**src/rtl/pdc_pkg.sv**
```systemverilog
// Shared constants and types for the loop control block
package pdc_pkg;

  localparam int          CLK_HZ        = 25_000_000;
  localparam int          LOCK_TIME_US  = 50;
  localparam int          LOCK_CYCLES   = LOCK_TIME_US * (CLK_HZ / 1_000_000);

  localparam int          NUM_OUTS      = 4;
  localparam int          DIV_W         = 8;
  localparam int          ADDR_W        = 5;
  localparam int          DATA_W        = 8;

  // Configuration bus register map
  localparam logic [4:0]  ADDR_MDIV     = 5'h00;
  localparam logic [4:0]  ADDR_DIV0     = 5'h01;
  localparam logic [4:0]  ADDR_DIV1     = 5'h02;
  localparam logic [4:0]  ADDR_DIV2     = 5'h03;
  localparam logic [4:0]  ADDR_DIV3     = 5'h04;
  localparam logic [4:0]  ADDR_PHASE    = 5'h05;
  localparam logic [4:0]  ADDR_CTRL     = 5'h06;
  localparam logic [4:0]  ADDR_STATUS   = 5'h07;
  localparam logic [4:0]  ADDR_MCNT     = 5'h08;

  // Reset values
  localparam logic [7:0]  MDIV_RST      = 8'h04;
  localparam logic [7:0]  DIV0_RST      = 8'h04;
  localparam logic [7:0]  DIV1_RST      = 8'h08;
  localparam logic [7:0]  DIV2_RST      = 8'h10;
  localparam logic [7:0]  DIV3_RST      = 8'h20;
  localparam logic [7:0]  PHASE_RST     = 8'h00;
  localparam logic [7:0]  CTRL_RST      = 8'h00;

  // Phase register fields
  localparam int          PH_SRC_BIT    = 0;
  localparam int          PH_SEL_LSB    = 1;
  localparam int          PH_DIR_BIT    = 3;
  localparam int          PH_STEP_BIT   = 4;
  // Control register fields
  localparam int          CT_FB_LSB     = 0;
  // Status register fields
  localparam int          ST_LOCK_BIT   = 0;
  localparam int          ST_SRC_BIT    = 1;
  localparam int          ST_REF_BIT    = 2;

  typedef struct packed {
    logic                 stb;
    logic                 we;
    logic [ADDR_W-1:0]    addr;
    logic [DATA_W-1:0]    wdata;
  } pdc_bus_req_t;

  typedef struct packed {
    logic                 step;
    logic                 dir;
    logic [1:0]           sel;
  } pdc_phase_cmd_t;

  typedef enum logic [1:0] {
    LK_HELD,
    LK_WAIT_FB,
    LK_COUNT,
    LK_LOCKED
  } pdc_lock_state_t;

endpackage : pdc_pkg

```
**src/rtl/pdc_cfg_slave.sv**
```systemverilog
// Configuration bus slave: strobe, write enable, acknowledge
module pdc_cfg_slave
  import pdc_pkg::*;
(
  input  wire logic              clk_i,
  input  wire logic              reset_i,
  input  wire logic              bus_clk_i,
  input  wire logic              bus_reset_i,
  input  wire pdc_bus_req_t      req_i,
  input  wire logic [DATA_W-1:0] rd_val_i,
  output logic                   wr_o,
  output logic [DATA_W-1:0]      rdata_o,
  output logic                   ack_o
);

  logic              bclk_prev_r;
  logic              bedge;
  logic              ack_r;
  logic              ack_nxt;
  logic [DATA_W-1:0] rdata_r;
  logic [DATA_W-1:0] rdata_nxt;
  logic              take;

  // Bus clock sampled; it must run below half the core rate
  assign bedge = bus_clk_i && !bclk_prev_r;
  assign take  = bedge && req_i.stb && !ack_r && !bus_reset_i;
  assign wr_o  = take && req_i.we;

  always_comb begin
    ack_nxt   = ack_r;
    rdata_nxt = rdata_r;
    if (bedge) begin
      ack_nxt = take;
      if (take) begin
        rdata_nxt = rd_val_i;
      end
    end
    // bus reset clears only the interface
    if (bus_reset_i) begin
      ack_nxt = 1'b0;
    end
  end

  always_ff @(posedge clk_i) begin
    if (reset_i) begin
      bclk_prev_r <= 1'b0;
      ack_r       <= 1'b0;
      rdata_r     <= '0;
    end else begin
      bclk_prev_r <= bus_clk_i;
      ack_r       <= ack_nxt;
      rdata_r     <= rdata_nxt;
    end
  end

  assign ack_o   = ack_r;
  assign rdata_o = rdata_r;

  chk_ack_after_take: assert property (@(posedge clk_i) disable iff (reset_i)
    take |=> ack_o ##1 (ack_o throughout !bus_clk_i || bclk_prev_r))
    else $error("access not acknowledged");
  chk_bus_reset_ack: assert property (@(posedge clk_i) disable iff (reset_i)
    bus_reset_i |=> !ack_o)
    else $error("ack survived bus reset");

endmodule : pdc_cfg_slave

```
**src/rtl/pdc_loop_ctrl.sv**
```systemverilog
// Loop control top: dividers, phase stepping, lock, config bus
// What this block does
// - Output phase set from stored value or stepped at run time.
// - Reference clock switches between two sources under user control.
// - Configuration bus rewrites divider settings while running.
// - Each step toggle in ports mode shifts the selected output by exactly one step.
// - Lock output high while loop locked; receiver synchronises it.
// - Output shows whether phase control comes from ports or bus.
// - Standby powers loop down; outputs invalid until released and relocked.
// - Loop reset resets loop but keeps feedback divider.
// - Full loop reset also resets feedback divider.
// - Third divider reset clears only the third output divider.
// - Fourth divider reset clears only the fourth output divider.
// - Each output has its own enable gating its toggling.
// - One primary and three secondary phase-adjustable output clocks.
// - Bus reset clears bus interface only, keeps stored settings.
// - Bus transfers clocked by separate bus clock input.
// - 8-bit write data in, separate 8-bit read data out.
// - Strobe and write enable qualify access; device acknowledges each.
module pdc_loop_ctrl
  import pdc_pkg::*;
#(
  parameter int             LOCK_CNT = LOCK_CYCLES,
  parameter logic [3:0]     EN_USED  = 4'hf
) (
  input  wire logic              clk_i,
  input  wire logic              reset_i,
  input  wire logic              ref_clk_in_i,
  input  wire logic              alt_ref_clk_in_i,
  input  wire logic              ref_source_select_i,
  input  wire logic              feedback_clk_in_i,
  input  wire logic [1:0]        phase_out_select_i,
  input  wire logic              phase_step_direction_i,
  input  wire logic              phase_step_toggle_i,
  input  wire logic              loop_powerdown_i,
  input  wire logic              loop_reset_i,
  input  wire logic              full_loop_reset_i,
  input  wire logic              third_div_reset_i,
  input  wire logic              fourth_div_reset_i,
  input  wire logic              primary_out_en_i,
  input  wire logic              secondary_out_en_i,
  input  wire logic              third_out_en_i,
  input  wire logic              fourth_out_en_i,
  input  wire logic              cfg_bus_clk_i,
  input  wire logic              cfg_bus_reset_i,
  input  wire logic              cfg_bus_strobe_i,
  input  wire logic              cfg_bus_write_en_i,
  input  wire logic [ADDR_W-1:0] cfg_bus_addr_i,
  input  wire logic [DATA_W-1:0] cfg_bus_wdata_i,
  output logic [DATA_W-1:0]      cfg_bus_rdata_o,
  output logic                   cfg_bus_ack_o,
  output logic                   primary_out_clk_o,
  output logic                   secondary_out_clk_o,
  output logic                   third_out_clk_o,
  output logic                   fourth_out_clk_o,
  output logic                   lock_o,
  output logic                   phase_ctrl_source_o
);

  localparam int CNT_W = $clog2(LOCK_CNT + 1);

  pdc_bus_req_t      bus_req;
  pdc_phase_cmd_t    cmd;
  logic              bus_wr;
  logic [DATA_W-1:0] rd_val;

  logic [DATA_W-1:0] div_r [NUM_OUTS];
  logic [DATA_W-1:0] div_nxt [NUM_OUTS];
  logic [DATA_W-1:0] mdiv_r;
  logic [DATA_W-1:0] mdiv_nxt;
  logic [DATA_W-1:0] phase_r;
  logic [DATA_W-1:0] phase_nxt;
  logic [DATA_W-1:0] ctrl_r;
  logic [DATA_W-1:0] ctrl_nxt;
  logic              bus_step_r;
  logic              bus_step_nxt;

  logic              ref_prev_r;
  logic              fb_prev_r;
  logic              tog_prev_r;
  logic [DATA_W-1:0] mcnt_r;
  logic [DATA_W-1:0] mcnt_nxt;
  pdc_lock_state_t   lk_state_r;
  pdc_lock_state_t   lk_state_nxt;
  logic [CNT_W-1:0]  lk_cnt_r;
  logic [CNT_W-1:0]  lk_cnt_nxt;
  logic              lock_r;

  logic              ref_sel;
  logic              tick;
  logic              fb_edge;
  logic              loop_hold;
  logic              fb_stepped;
  logic              set_write;
  logic [NUM_OUTS-1:0] out_clk;
  logic [NUM_OUTS-1:0] out_en;
  logic [NUM_OUTS-1:0] out_rst;

  assign bus_req = '{stb: cfg_bus_strobe_i, we: cfg_bus_write_en_i,
                     addr: cfg_bus_addr_i, wdata: cfg_bus_wdata_i};

  // bus slave on the core clock, sampling the bus clock
  pdc_cfg_slave u_slave (
    .clk_i       (clk_i),
    .reset_i     (reset_i),
    .bus_clk_i   (cfg_bus_clk_i),
    .bus_reset_i (cfg_bus_reset_i),
    .req_i       (bus_req),
    .rd_val_i    (rd_val),
    .wr_o        (bus_wr),
    .rdata_o     (cfg_bus_rdata_o),
    .ack_o       (cfg_bus_ack_o)
  );

  assign ref_sel   = ref_source_select_i ? alt_ref_clk_in_i : ref_clk_in_i;
  assign tick      = ref_sel && !ref_prev_r;
  assign fb_edge   = feedback_clk_in_i && !fb_prev_r;
  // standby holds loop like a reset
  assign loop_hold = loop_reset_i || full_loop_reset_i || loop_powerdown_i;

  assign phase_ctrl_source_o = phase_r[PH_SRC_BIT];

  always_comb begin
    if (phase_r[PH_SRC_BIT]) begin
      cmd.step = bus_step_r;
      cmd.dir  = phase_r[PH_DIR_BIT];
      cmd.sel  = phase_r[PH_SEL_LSB +: 2];
    end else begin
      cmd.step = phase_step_toggle_i && !tog_prev_r;
      cmd.dir  = phase_step_direction_i;
      cmd.sel  = phase_out_select_i;
    end
  end

  assign fb_stepped = cmd.step && (cmd.sel == ctrl_r[CT_FB_LSB +: 2]);
  assign set_write  = bus_wr && (bus_req.addr <= ADDR_DIV3);

  always_comb begin
    mdiv_nxt     = mdiv_r;
    phase_nxt    = phase_r;
    ctrl_nxt     = ctrl_r;
    bus_step_nxt = 1'b0;
    for (int i = 0; i < NUM_OUTS; i++) begin
      div_nxt[i] = div_r[i];
    end
    if (bus_wr) begin
      case (bus_req.addr)
        ADDR_MDIV:  mdiv_nxt   = bus_req.wdata;
        ADDR_DIV0:  div_nxt[0] = bus_req.wdata;
        ADDR_DIV1:  div_nxt[1] = bus_req.wdata;
        ADDR_DIV2:  div_nxt[2] = bus_req.wdata;
        ADDR_DIV3:  div_nxt[3] = bus_req.wdata;
        ADDR_PHASE: begin
          // Step bit is a trigger, never stored
          phase_nxt = bus_req.wdata & ~(8'h01 << PH_STEP_BIT);
          bus_step_nxt = bus_req.wdata[PH_STEP_BIT];
        end
        ADDR_CTRL:  ctrl_nxt   = bus_req.wdata;
        default:    mdiv_nxt   = mdiv_r;
      endcase
    end
  end

  // Read mux; unmapped addresses read zero
  always_comb begin
    case (bus_req.addr)
      ADDR_MDIV:   rd_val = mdiv_r;
      ADDR_DIV0:   rd_val = div_r[0];
      ADDR_DIV1:   rd_val = div_r[1];
      ADDR_DIV2:   rd_val = div_r[2];
      ADDR_DIV3:   rd_val = div_r[3];
      ADDR_PHASE:  rd_val = phase_r;
      ADDR_CTRL:   rd_val = ctrl_r;
      ADDR_STATUS: rd_val = {5'h00, ref_source_select_i,
                             phase_r[PH_SRC_BIT], lock_r};
      ADDR_MCNT:   rd_val = mcnt_r;
      default:     rd_val = 8'h00;
    endcase
  end

  // Feedback divider and lock sequencing
  always_comb begin
    mcnt_nxt     = mcnt_r;
    lk_state_nxt = lk_state_r;
    lk_cnt_nxt   = lk_cnt_r;
    if (tick && !loop_hold) begin
      mcnt_nxt = (({1'b0, mcnt_r} + 9'h001) >= {1'b0, mdiv_r}) ? 8'h00
                 : DATA_W'(mcnt_r + 1'b1);
    end
    if (full_loop_reset_i) begin
      mcnt_nxt = 8'h00;
    end
    case (lk_state_r)
      LK_HELD: begin
        if (!loop_hold) begin
          lk_state_nxt = LK_WAIT_FB;
        end
      end
      LK_WAIT_FB: begin
        if (fb_edge) begin
          lk_state_nxt = LK_COUNT;
          lk_cnt_nxt   = '0;
        end
      end
      LK_COUNT: begin
        if (lk_cnt_r >= CNT_W'(LOCK_CNT - 1)) begin
          lk_state_nxt = LK_LOCKED;
        end else begin
          lk_cnt_nxt = CNT_W'(lk_cnt_r + 1'b1);
        end
      end
      LK_LOCKED: lk_state_nxt = LK_LOCKED;
      default:   lk_state_nxt = LK_HELD;
    endcase
    if (fb_stepped || set_write) begin
      lk_state_nxt = LK_WAIT_FB;
    end
    if (loop_hold) begin
      lk_state_nxt = LK_HELD;
    end
  end

  always_ff @(posedge clk_i) begin
    if (reset_i) begin
      mdiv_r     <= MDIV_RST;
      div_r[0]   <= DIV0_RST;
      div_r[1]   <= DIV1_RST;
      div_r[2]   <= DIV2_RST;
      div_r[3]   <= DIV3_RST;
      phase_r    <= PHASE_RST;
      ctrl_r     <= CTRL_RST;
      bus_step_r <= 1'b0;
      ref_prev_r <= 1'b0;
      fb_prev_r  <= 1'b0;
      tog_prev_r <= 1'b0;
      mcnt_r     <= 8'h00;
      lk_state_r <= LK_HELD;
      lk_cnt_r   <= '0;
      lock_r     <= 1'b0;
    end else begin
      mdiv_r     <= mdiv_nxt;
      div_r      <= div_nxt;
      phase_r    <= phase_nxt;
      ctrl_r     <= ctrl_nxt;
      bus_step_r <= bus_step_nxt;
      ref_prev_r <= ref_sel;
      fb_prev_r  <= feedback_clk_in_i;
      tog_prev_r <= phase_step_toggle_i;
      mcnt_r     <= mcnt_nxt;
      lk_state_r <= lk_state_nxt;
      lk_cnt_r   <= lk_cnt_nxt;
      lock_r     <= (lk_state_nxt == LK_LOCKED);
    end
  end

  assign lock_o = lock_r;

  assign out_en  = {fourth_out_en_i, third_out_en_i,
                    secondary_out_en_i, primary_out_en_i};
  assign out_rst = {fourth_div_reset_i || loop_hold,
                    third_div_reset_i || loop_hold,
                    {2{loop_hold}}};

  for (genvar g = 0; g < NUM_OUTS; g++) begin : g_out
    pdc_out_div #(
      .W       (DATA_W),
      .EN_USED (EN_USED[g])
    ) u_div (
      .clk_i       (clk_i),
      .reset_i     (reset_i),
      .div_reset_i (out_rst[g]),
      .tick_i      (tick),
      .div_i       (div_r[g]),
      .en_i        (out_en[g]),
      .step_i      (cmd.step && (cmd.sel == 2'(g))),
      .dir_i       (cmd.dir),
      .clk_o       (out_clk[g])
    );
  end

  assign primary_out_clk_o   = out_clk[0];
  assign secondary_out_clk_o = out_clk[1];
  assign third_out_clk_o     = out_clk[2];
  assign fourth_out_clk_o    = out_clk[3];

  chk_lock_hold_drop: assert property (@(posedge clk_i) disable iff (reset_i)
    loop_hold |=> !lock_o)
    else $error("lock high during reset or standby");
  chk_lock_count: assert property (@(posedge clk_i) disable iff (reset_i)
    $rose(lock_o) |-> $past(lk_state_r) == LK_COUNT
                   && $past(lk_cnt_r) == CNT_W'(LOCK_CNT - 1))
    else $error("lock rose early");
  chk_write_relock: assert property (@(posedge clk_i) disable iff (reset_i)
    set_write |=> !lock_o ##1 !lock_o)
    else $error("lock kept after setting rewrite");
  chk_fb_step_relock: assert property (@(posedge clk_i) disable iff (reset_i)
    fb_stepped |=> !lock_o)
    else $error("lock kept after feedback step");
  chk_m_kept: assert property (@(posedge clk_i) disable iff (reset_i)
    (loop_reset_i && !full_loop_reset_i) |=> $stable(mcnt_r))
    else $error("feedback divider moved on loop reset");
  chk_bus_reset_keep: assert property (@(posedge clk_i) disable iff (reset_i)
    cfg_bus_reset_i |=> $stable(mdiv_r) && $stable(phase_r))
    else $error("settings changed under bus reset");

endmodule : pdc_loop_ctrl

```
**src/rtl/pdc_out_div.sv**
```systemverilog
// One output divider with phase step, enable and local reset
module pdc_out_div
  import pdc_pkg::*;
#(
  parameter int           W       = DIV_W,
  parameter bit           EN_USED = 1'b1
) (
  input  wire logic         clk_i,
  input  wire logic         reset_i,
  input  wire logic         div_reset_i,
  input  wire logic         tick_i,
  input  wire logic [W-1:0] div_i,
  input  wire logic         en_i,
  input  wire logic         step_i,
  input  wire logic         dir_i,
  output logic              clk_o
);

  logic [W-1:0] cnt_r;
  logic [W-1:0] cnt_nxt;
  logic [W-1:0] base;
  logic         clk_r;
  logic         clk_nxt;
  logic         last;

  // Divide by zero behaves as divide by one
  assign last = ({1'b0, cnt_r} + {{W{1'b0}}, 1'b1}) >= {1'b0, div_i};

  always_comb begin
    base    = cnt_r;
    cnt_nxt = cnt_r;
    clk_nxt = clk_r;
    if (tick_i) begin
      base = last ? '0 : W'(cnt_r + 1'b1);
    end
    cnt_nxt = base;
    if (step_i) begin
      if (dir_i) begin
        cnt_nxt = (({1'b0, base} + 2) > {1'b0, div_i}) ? '0 : W'(base + 1'b1);
      end else begin
        cnt_nxt = (base == '0) ? W'(div_i - 1'b1) : W'(base - 1'b1);
      end
    end
    clk_nxt = (cnt_nxt < (div_i >> 1)) && (en_i || !EN_USED);
    if (div_reset_i) begin
      cnt_nxt = '0;
      clk_nxt = 1'b0;
    end
  end

  always_ff @(posedge clk_i) begin
    if (reset_i) begin
      cnt_r <= '0;
      clk_r <= 1'b0;
    end else begin
      cnt_r <= cnt_nxt;
      clk_r <= clk_nxt;
    end
  end

  assign clk_o = clk_r;

  chk_en_gates_out: assert property (@(posedge clk_i) disable iff (reset_i)
    (EN_USED && !en_i) |=> !clk_o)
    else $error("output toggled while disabled");
  chk_div_reset_clear: assert property (@(posedge clk_i) disable iff (reset_i)
    div_reset_i |=> (cnt_r == '0) && !clk_o)
    else $error("divider not cleared by its reset");

endmodule : pdc_out_div

```
**config.mk**
```make
export PLATFORM = sky130hd
export DESIGN_NAME = pdc_loop_ctrl
export DESIGN_NICKNAME = d
export VERILOG_FILES = /design/src/rtl/pdc_pkg.sv /design/src/rtl/pdc_cfg_slave.sv /design/src/rtl/pdc_loop_ctrl.sv /design/src/rtl/pdc_out_div.sv
export SDC_FILE = /design/constraint.sdc
export NUM_CORES = 1
export LEC_CHECK = 0
export BUFFER_PORTS_ARGS = -buffer_cell sky130_fd_sc_hd__buf_4
export CORE_MARGIN = 3
export CORE_UTILIZATION = 58
export DETAILED_ROUTE_END_ITERATION = 10
export GPL_TIMING_DRIVEN = 0
export PLACE_DENSITY_LB_ADDON = 0.2
export SYNTH_ARGS = -nofsm -noshare
export SYNTH_HDL_FRONTEND = slang
export SYNTH_SLANG_ARGS = --single-unit
```
**constraint.sdc**
```tcl
create_clock -name clk_i -period 6.3 [get_ports clk_i]
set_clock_uncertainty 0.1 [all_clocks]
set_input_delay 0.945 -clock clk_i [delete_from_list [all_inputs] [get_ports clk_i]]
set_output_delay 0.945 -clock clk_i [all_outputs]
set_load 0.01 [all_outputs]
```
* Word level (Yosys, flattened, before mapping)
Cells that the tools add are included.
** Storage, ports and cells
- Logic and storage cells :: 178
- Bits of input ports :: 36
- Bits in registers :: 127
** Cells by class
- Equality and inequality tests :: 18
- Bitwise logic cells :: 2
- Multiplexer cells :: 36
- Reduce and logical (&&, ||, !) cells :: 54
- Add/sub/neg operators :: 27
- $lt $le $gt $ge :: 15
** Operators by type and width (count)
- 8-bit two-way mux :: 25
- 32-bit by 8-bit greater-than comparator with 1-bit output :: 4
- 8-bit by 1-bit adder with 8-bit output (second input constant) :: 9
- 8-bit one-hot mux with 9 select lines :: 1
- 8-bit by 1-bit subtractor with 8-bit output (second input constant) :: 8
- 8-bit by 1-bit adder with 9-bit output (second input constant) :: 5
- 9-bit by 8-bit greater-or-equal comparator with 1-bit output :: 5
- 8-bit by 2-bit adder with 9-bit output (second input constant) :: 4
- 8-bit logical NOT :: 4
- 8-bit by 7-bit < comparator with 1-bit output :: 4
- 11-bit two-way mux :: 2
- 11-bit one-hot mux with 2 select lines :: 1
- 5-bit by 3-bit == test with 1-bit output (second input constant) :: 4
- 1-bit logical AND :: 19
- 2-bit AND reduction :: 8
- 11-bit by 1-bit adder with 11-bit output (second input constant) :: 1
- 11-bit greater-or-equal comparator (second input constant) :: 1
- 2-bit == test (second input constant) :: 5
- 5-bit by 2-bit == test with 1-bit output (second input constant) :: 2
- 2-bit OR reduction :: 5
- 2-bit two-way mux :: 4
- 2-bit one-hot mux with 4 select lines :: 1
- 1-bit logical NOT :: 7
- 5-bit by 1-bit == test with 1-bit output (second input constant) :: 1
- other kinds (14) :: 22

* Depth between registers and ports, before layout
Gate-level depths: netlist (run 1).
- Word-level depth :: 11
- Gate-level depth with buffers :: 31

* Hierarchy
Synthesis (run 1) repeated with hierarchy kept, for this count alone.
** Unflattened totals
- Cell total of the unflattened synthesis :: 1727
- Area, all modules :: 13414.1 µm²
** By module, submodules not included
- pdc_out_div (g_out[0].u_div ...) :: cells an instance 299, area each 2265.9 µm², times used 2
- pdc_loop_ctrl :: cells an instance 512, area each 4149.0 µm², times used 1
- pdc_out_div (g_out[1].u_div) :: cells an instance 282, area each 2154.6 µm², times used 1
- pdc_out_div (g_out[2].u_div) :: cells an instance 292, area each 2113.3 µm², times used 1
- pdc_cfg_slave :: cells an instance 43, area each 465.4 µm², times used 1

* Least setup slack after synthesis (run 1)
Ideal clock, no wire load.
- Path type :: flip-flop to flip-flop
- Start point :: reg g_out[0].u_div.cnt_r[0]
- End point :: reg g_out[0].u_div.clk_r
- Setup slack :: 0.345 ns
- Stages on the path, launching flop included :: 30
- Library setup time :: 0.060 ns
- Arrival time :: 5.795 ns
- Cells stage by stage :: dfxtp_1 > ha_1 > and3_1 > buf_2 > nand3_1 > xnor2_1 > ha_1 > a211oi_1 > nand2_1 > a211oi_2 > o211ai_1 > nand2_1 > inv_1 > ha_1 > o21ai_0 > a211o_1 > o22ai_1 > nand3_1 > mux2i_1 > ha_1 > o311a_1 > nand3_1 > nand3_1 > o21ai_0 > or4_1 > ha_1 > a41oi_1 > nand4b_1 > a21oi_1 > and3_1
** On the way
- Longest elaborated chain between the ends :: 11
** Ends and longest elaborated chain
- start, declared :: line pdc_out_div.sv:19 : logic [W-1:0] cnt_r;
- start signal, assigned :: line pdc_out_div.sv:56 : cnt_r <= cnt_nxt;
- 8-bit by 1-bit adder with 9-bit output :: line pdc_out_div.sv:27 : assign last = ({1'b0, cnt_r} + {{W{1'b0}}, 1'b1}) >= {1'b0, div_i};
- 9-bit by 8-bit greater-or-equal comparator with 1-bit output :: line pdc_out_div.sv:27
- 8-bit two-way mux :: line pdc_out_div.sv:34 : base = last ? '0 : W'(cnt_r + 1'b1);
- 8-bit two-way mux * :: line pdc_out_div.sv:33 : if (tick_i) begin
- 8-bit by 2-bit adder with 9-bit output :: line pdc_out_div.sv:39 : cnt_nxt = (({1'b0, base} + 2) > {1'b0, div_i}) ? '0 : W'(base + 1'b1);
- 32-bit by 8-bit greater-than comparator with 1-bit output :: line pdc_out_div.sv:39
- 8-bit two-way mux :: line pdc_out_div.sv:39
- 8-bit two-way mux :: line pdc_out_div.sv:38 : if (dir_i) begin
- 8-bit two-way mux * :: line pdc_out_div.sv:37 : if (step_i) begin
- 8-bit by 7-bit < comparator with 1-bit output * :: line pdc_out_div.sv:44 : clk_nxt = (cnt_nxt < (div_i >> 1)) && (en_i || !EN_USED);
- 1-bit logical AND * :: line pdc_out_div.sv:44
- end signal, assigned :: line pdc_out_div.sv:57 : clk_r <= clk_nxt;
- end, declared :: line pdc_out_div.sv:22 : logic clk_r;
Every way passes the cells marked *; elsewhere a longest branch is shown, timed or not.
A chain may end at the register's enable or synchronous reset.

* Final worst setup path (run 1)
Same ends and word-level chain as after synthesis.

==> impl_results.md, run 1 <==
- CP Buf/Inv Count: 2
- Clock latency on the worst-skew pair: approximately 0.44 ns
- Dpl ws: -0.726 ns
- Peak VDD IR: approximately 0.19 mV
- Core area: just under 20000 um2
- Worst reg-to-reg path cell count: 29
- Footprint of the multi-input gates: 9350 um2
- DP Area: between 10000 and 15000 um2
- Gate count of the mapped netlist: 1568
- Pint: 1.50 mW
- LEAKAGE: between 5 and 6 nW
- Worst Hold Path Cells: 2
- Number of fill cells: around 1700
- CTS root buf: clkbuf_16
- Max_cap viols: 0
- Setup ws final: a little under 0.2 ns
- Total power: roughly 2.2 mW
- Fraction of layout cells with a size suffix above 1: roughly 17%
- GRT Resource Usage Total: 35.6%
- Slew Limit Fails: 0
- Sequential share of power: between 30% and 40%
- First-pass GRT wire length: between 60000 and 70000 um
- Die area: about 22000 um2
- Hold Vio Cnt, Final: 0
- CTS Hold Buffers Added: 0
- Max incr delay on CP: approximately 0.52 ns
- Crit end category: register
- Synth top area share: a little over a fifth
- Critical path depth in cells: 29
- Vias per cell: about 6.7
- Fin Hold WS: 0.383 ns
- Register area: about 2600 um2
- Comb pwr share: 15.1%
- Antenna-violating nets left: 0
- Design Area, Final: roughly 14000 um2
- Final nets: roughly 1800
- RR Startpoint: g_out[0].u_div.cnt_r[0]
- # rows: 51
- Power Density: 152 nW/um2
- Dominant synthesized flop cell: dfxtp_1
- Hpwl dp: ~30000 um
- Switching Power: 662 uW
- Worst-path clk slew: 0.07 ns
- CTS tree: yes
- Yosys Warn Count: 0
- Die H: 149 um
- Yosys top cell by area: dfxtp_1
- Port bufs: 50
- GPL Wtd Cong: about 1.0
- Diode count: 0
- WP data arrival: 6.37 ns
- Sequential fraction of the synthesis area: 21.5%
- Sw Share: 30.5%
- Die W: 149 um
- Clock power share: roughly 48%
- Mapped Nets: approximately 1700
- Mapped Area: about 12000 um2
- Asr flop ratio synth: 0%
- Fmax: about 160 MHz
- Initial antenna violation count: 0
- Fin crit share: a little over nine tenths
- Critical path launch point type: register
- First-pass iteration count of the detailed router: 6
- Via count: roughly 13000
- WP data required: between 6 and 7 ns
- Wire per inst: around 21 um
- IO Pins: slightly above 50
- Setup violators final: 0
- WS Path Type: reg -> reg
- EDFF count, synth: 0
- Setup_tns: 0 ns
- Final wirelength: about 42000 um
- Longest Clk Path Bufs: 2
- Worst relative slew slack: 16.2%
- H-tree depth: 4
- Largest net degree at the start of global routing: 17
- #FFs+latches synth: 127
- Remaining Overflow, GRT: 0
- Starting Density: 59.9%
- Initial DRC count: roughly 1500
- Final worst path period need: 6.10 ns
- Top cells by area, synth: dfxtp_1 (21%), ha_1 (13%), nand2_1 (6.0%), a21oi_1 (4.8%), nor2_1 (4.4%)
- DRC errors left: 0
- Post-synth cell types: a little over 90
- Hold Startpoint: mdiv_r[0]
- Number of global-route vias before repair: between 10000 and 15000
- Cell with the most instances after synthesis: nand2_1
- Num CTS Buffers: 17
- HP Class: reg -> reg
- CP Max Fanout: 9
- Syn_area_per_cell: approximately 7.6 um2
- Status: finished clean
- Critical Path Start: g_out[0].u_div.cnt_r[0]
- Worst-margin pin slew: about 1.2 ns
- Synth top cells by count: nand2_1 (189), nor2_1 (139), dfxtp_1 (127)
- Top Family by Delay on Critical Path: simple AND/OR/NAND/NOR gates
- Slowest stage cell, crit path: or4_1
- Area growth, synth to finish: 20.0%
- TritonCTS Sinks: ~130
cells in the final DEF, fill, tap and decap left out, types with 7 or more instances in the layout:
cell type / count
clkbuf_16: 17
nor2_1: 134
clkbuf_1: 43
o21ai_0: 51
xor2_1: 20
a31oi_1: 27
ha_1: 110
a22oi_1: 22
buf_2: 7
a221oi_1: 9
xnor2_1: 43
a211oi_1: 12
o21a_1: 12
o21ai_1: 8
a22o_1: 9
a21o_1: 24
a211o_1: 15
a21oi_1: 105
nand4_1: 19
nand3_1: 60
dfxtp_1: 117
and3_1: 25
nor2b_1: 25
nand2b_1: 20
nand2_1: 184
a222oi_1: 9
and2_1: 27
or2_2: 11
inv_1: 64
buf_4: 107
mux2i_1: 33
nor3_1: 38
nor4_1: 14
o211ai_1: 15
power groups by stage:
stage / logic (mW) / registers [mW] / clock network, mW
finish: 0.328 / 0.809 / 1.03
global route: 0.349 / 0.809 / 1.07
CTS: 0.291 / 0.810 / 1.03
detailed placement: 0.278 / 0.828 / 0
global placement: 0.274 / 0.828 / 0
floorplan: 0.180 / 0.827 / 0
path summary, 6_finish.rpt:
check	end	slack [ns]
worst min register to register	mdiv_r[0]	0.38
worst min-delay path	mdiv_r[0]	0.38
worst max register to register	g_out[0].u_div.clk_o	0.20
worst max-delay path	g_out[0].u_div.clk_o	0.20
through the flow:
step	instances	util, %
global route	1966	71.8
floorplan	1568	-
CTS	1922	68.0
finish	1966	71.8
detailed placement	1884	63.5
global placement	1883	63.4
worst reg2reg max path: cells and delay by family (launching register included):
| kind | cells | cell delay (ns) |
|---|---|---|
| buffers and inverters | 2 | 0.27 |
| XOR/XNOR | 1 | 0.17 |
| flip-flops | 1 | 0.40 |
| AO/OA/AOI/OAI | 9 | 1.68 |
| multiplexers | 1 | 0.26 |
| AND/OR/NAND/NOR | 11 | 1.95 |
| adder cells (fa/ha/maj) | 5 | 1.24 |
layout make-up:
cell class / count / area share, %
clock buffer: 18 / 3.09
sequential: 127 / 18.1
multi-input combinational: 1304 / 65.8
buffer: 65 / 2.20
tap: 265 / 2.33
timing repair buffer: 106 / 5.58
inverter: 67 / 1.77
clock inverter: 14 / 1.17
state kept, by name (all words and copies together), names as in the netlist:
register / cells
bus_step_r: 1
u_slave.ack_o: 1
phase_r: 7
g_out.u_div.cnt_r: 32
lk_state_r: 2
fb_prev_r: 1
ctrl_r: 8
tog_prev_r: 1
u_slave.rdata_o: 8
mcnt_r: 8
mdiv_r: 8
u_slave.bclk_prev_r: 1
div_r: 32
g_out.u_div.clk_o: 4
lk_cnt_r: 11
ref_prev_r: 1
lock_o: 1
what timing repair did:
item / in CTS / in global routing
buffers inserted: 7 / 47
endpoints found under the setup margin: 4 / 4
gates resized for setup: 50 / 97
pin swaps: 11 / 36
per-layer routing:
layer  track usage [%]  part of all wire (%)
met5                 0                     0
met4              15.7                   4.7
met3              5.83                    11
met2              57.8                    46
met1              46.6                    39
cell families after synthesis:
family | Yosys count | synth area share (%)
DFF | 127 | 21.5
buffers and inverters | 137 | 4.66
AOI/OAI and AO/OA | 452 | 27.1
and+or+nand+nor | 626 | 25.7
adders and majority gates | 119 | 12.6
xor gates and xnor gates | 66 | 4.88
muxes | 41 | 3.53
Note: power is estimated with default switching activity, not from simulation.
==> run 2: changes to the inputs <==
--- a/config.mk
+++ b/config.mk
@@ -10,7 +10,7 @@
 export CORE_UTILIZATION = 58
 export DETAILED_ROUTE_END_ITERATION = 10
 export GPL_TIMING_DRIVEN = 0
-export PLACE_DENSITY_LB_ADDON = 0.2
+export PLACE_DENSITY = 0.81
 export SYNTH_ARGS = -nofsm -noshare
 export SYNTH_HDL_FRONTEND = slang
 export SYNTH_SLANG_ARGS = --single-unit
==> run 2 against run 1 <==
Against the previous run:
- clock power about the same
- sequential cell count stayed put
- die area unchanged
- highest routed layer unchanged
- worst setup slack worse by 0.11 ns
- final cell count is 0.61% lower
- sequential share of layout area about the same
- first-iteration DRC count decreased by 12%
==> impl_results.md, run 2 (synthesis gave the netlist of run 1 again) <==
- Status: finished clean
- First-pass iteration count of the detailed router: 6
- Final worst path period need: a little over 6 ns
- Final wirelength: around 43000 um
- Most common cell after layout, fill and taps aside: nand2_1
- DRC errors left: 0
- GRT Resource Usage Total: 36.8%
- Port bufs: 50
- Diode count: 0
- Fraction of layout cells with a size suffix above 1: between 10% and 20%
- Vias per cell: approximately 6.8
- Area growth, synth to finish: 19.6%
- Final nets: 1831
- Max incr delay on CP: 0.46 ns
- H-tree depth: 4
- Fin Hold WS: about 0.38 ns
- Fmax: 161 MHz
- Largest net degree at the start of global routing: 17
- Hpwl dp: a little over 30000 um
- HP Class: reg -> reg
- WP data required: about 6.5 ns
- Number of fill cells: approximately 1600
- Initial DRC count: between 1000 and 1500
- Max_cap viols: 0
- CP Max Fanout: 10
- Unrepaired setup endpoints after global routing: true
- Longest Clk Path Bufs: 2
- Die area: ~22000 um2
- TritonCTS Sinks: between 100 and 150
- CTS tree: yes
- Core area: around 20000 um2
- CTS root buf: clkbuf_16
- Fin crit share: 98.6%
- GPL Wtd Cong: 0.988
- Wire per inst: 21.8 um
- Worst relative slew slack: between 9 and 10%
- Crit path top cell by count: buf_6
- Die H: 149 um
- Clock latency on the worst-skew pair: 0.44 ns
- Antenna-violating nets left: 0
- Setup violators final: 0
- CTS Hold Buffers Added: 0
- Crit end category: register
- Die W: roughly 150 um
- Number of global-route vias before repair: between 10000 and 15000
- Starting Density: 59.9%
- Num CTS Buffers: 17
- Slowest stage cell, crit path: or3b_2
- WS Path Type: reg -> reg
- Slew Limit Fails: 0
- # rows: 51
- Register area: ~2600 um2
- Via count: between 10000 and 15000
- Dpl ws: -0.756 ns
- Worst-path clk slew: 0.07 ns
- Commonest non-fill, non-tap cells in the layout: nand2_1 (184), nor2_1 (134), dfxtp_1 (119)
- Top flop regs: div_r x32, g_out.u_div.cnt_r x32, lk_cnt_r x11
- Hold Vio Cnt, Final: 0
- Footprint of the multi-input gates: approximately 9400 um2
- WP data arrival: 6.43 ns
- Critical path launch point type: register
- Power Density: approximately 150 nW/um2
- First-pass GRT wire length: around 65000 um
- Setup ws final: around 0.090 ns
- Peak VDD IR: 0.194 mV
- Worst-margin pin slew: 1.32 ns
- Initial antenna violation count: 0
- LEAKAGE: between 5 and 6 nW
- Remaining Overflow, GRT: 0
- IO Pins: slightly above 50
[run 2: timing repair]
action                     4_1_cts  5_1_grt
pin swaps                        9       32
buffers inserted                12       30
gates resized for setup         61       89
setup endpoints to repair        5        4
[run 2: path summary, 6_finish.rpt]
check	startpoint	endpoint	slack, ns	depth (start not counted)
max	g_out[2].u_div.cnt_r[2]	g_out[2].u_div.clk_o	0.09	28
min reg2reg	mdiv_r[4]	mdiv_r[4]	0.38	2
max reg2reg	g_out[2].u_div.cnt_r[2]	g_out[2].u_div.clk_o	0.09	28
min	mdiv_r[4]	mdiv_r[4]	0.38	2
[run 2: worst max-delay path: cells and delay by family (launching register included)]
kind / cells / cell delay (ns)
adders and majority gates: 3 / 0.76
xor gates and xnor gates: 2 / 0.40
DFF: 1 / 0.34
AOI/OAI and AO/OA: 11 / 2.20
buffers and inverters: 4 / 0.54
and+or+nand+nor: 8 / 1.74
[run 2: metrics by stage]
stage | total power [mW] | utilization [%] | std cells | TNS (ns) | area (um2)
5_1_grt | 2.19 | 71.6 | 1954 | -0.282 | 14200
2_1_floorplan | 1.01 | - | 1568 | 0 | 11800
6_report | 2.14 | 71.6 | 1954 | 0 | 14200
3_3_place_gp | 1.10 | 63.4 | 1883 | -2.15 | 12500
3_5_place_dp | 1.11 | 63.6 | 1885 | -2.35 | 12600
4_1_cts | 2.10 | 68.2 | 1926 | 0 | 13500
[run 2: final cells by class]
class | instances | area share (%)
multi-input combinational | 1304 | 66.5
inverter | 67 | 1.78
timing repair buffer | 94 | 5.08
buffer | 65 | 2.19
tap | 265 | 2.34
clock buffer | 18 | 3.03
clock inverter | 14 | 1.04
sequential | 127 | 18.1
[run 2: routing by layer]
metal	up-vias	GRT usage, %	routed length [um]
met5	-	0	0
met4	0	17.5	2350
met3	190	7.72	4340
met2	868	59.3	19400
met1	6183	47.0	16600
li1	6064	-	-
[run 2: where the power goes]
group / leakage (nW) / switching [mW] / internal, mW
sequential: 1.03 / 0.00471 / 0.805
combinational: 4.30 / 0.205 / 0.121
clock: 0.280 / 0.446 / 0.560
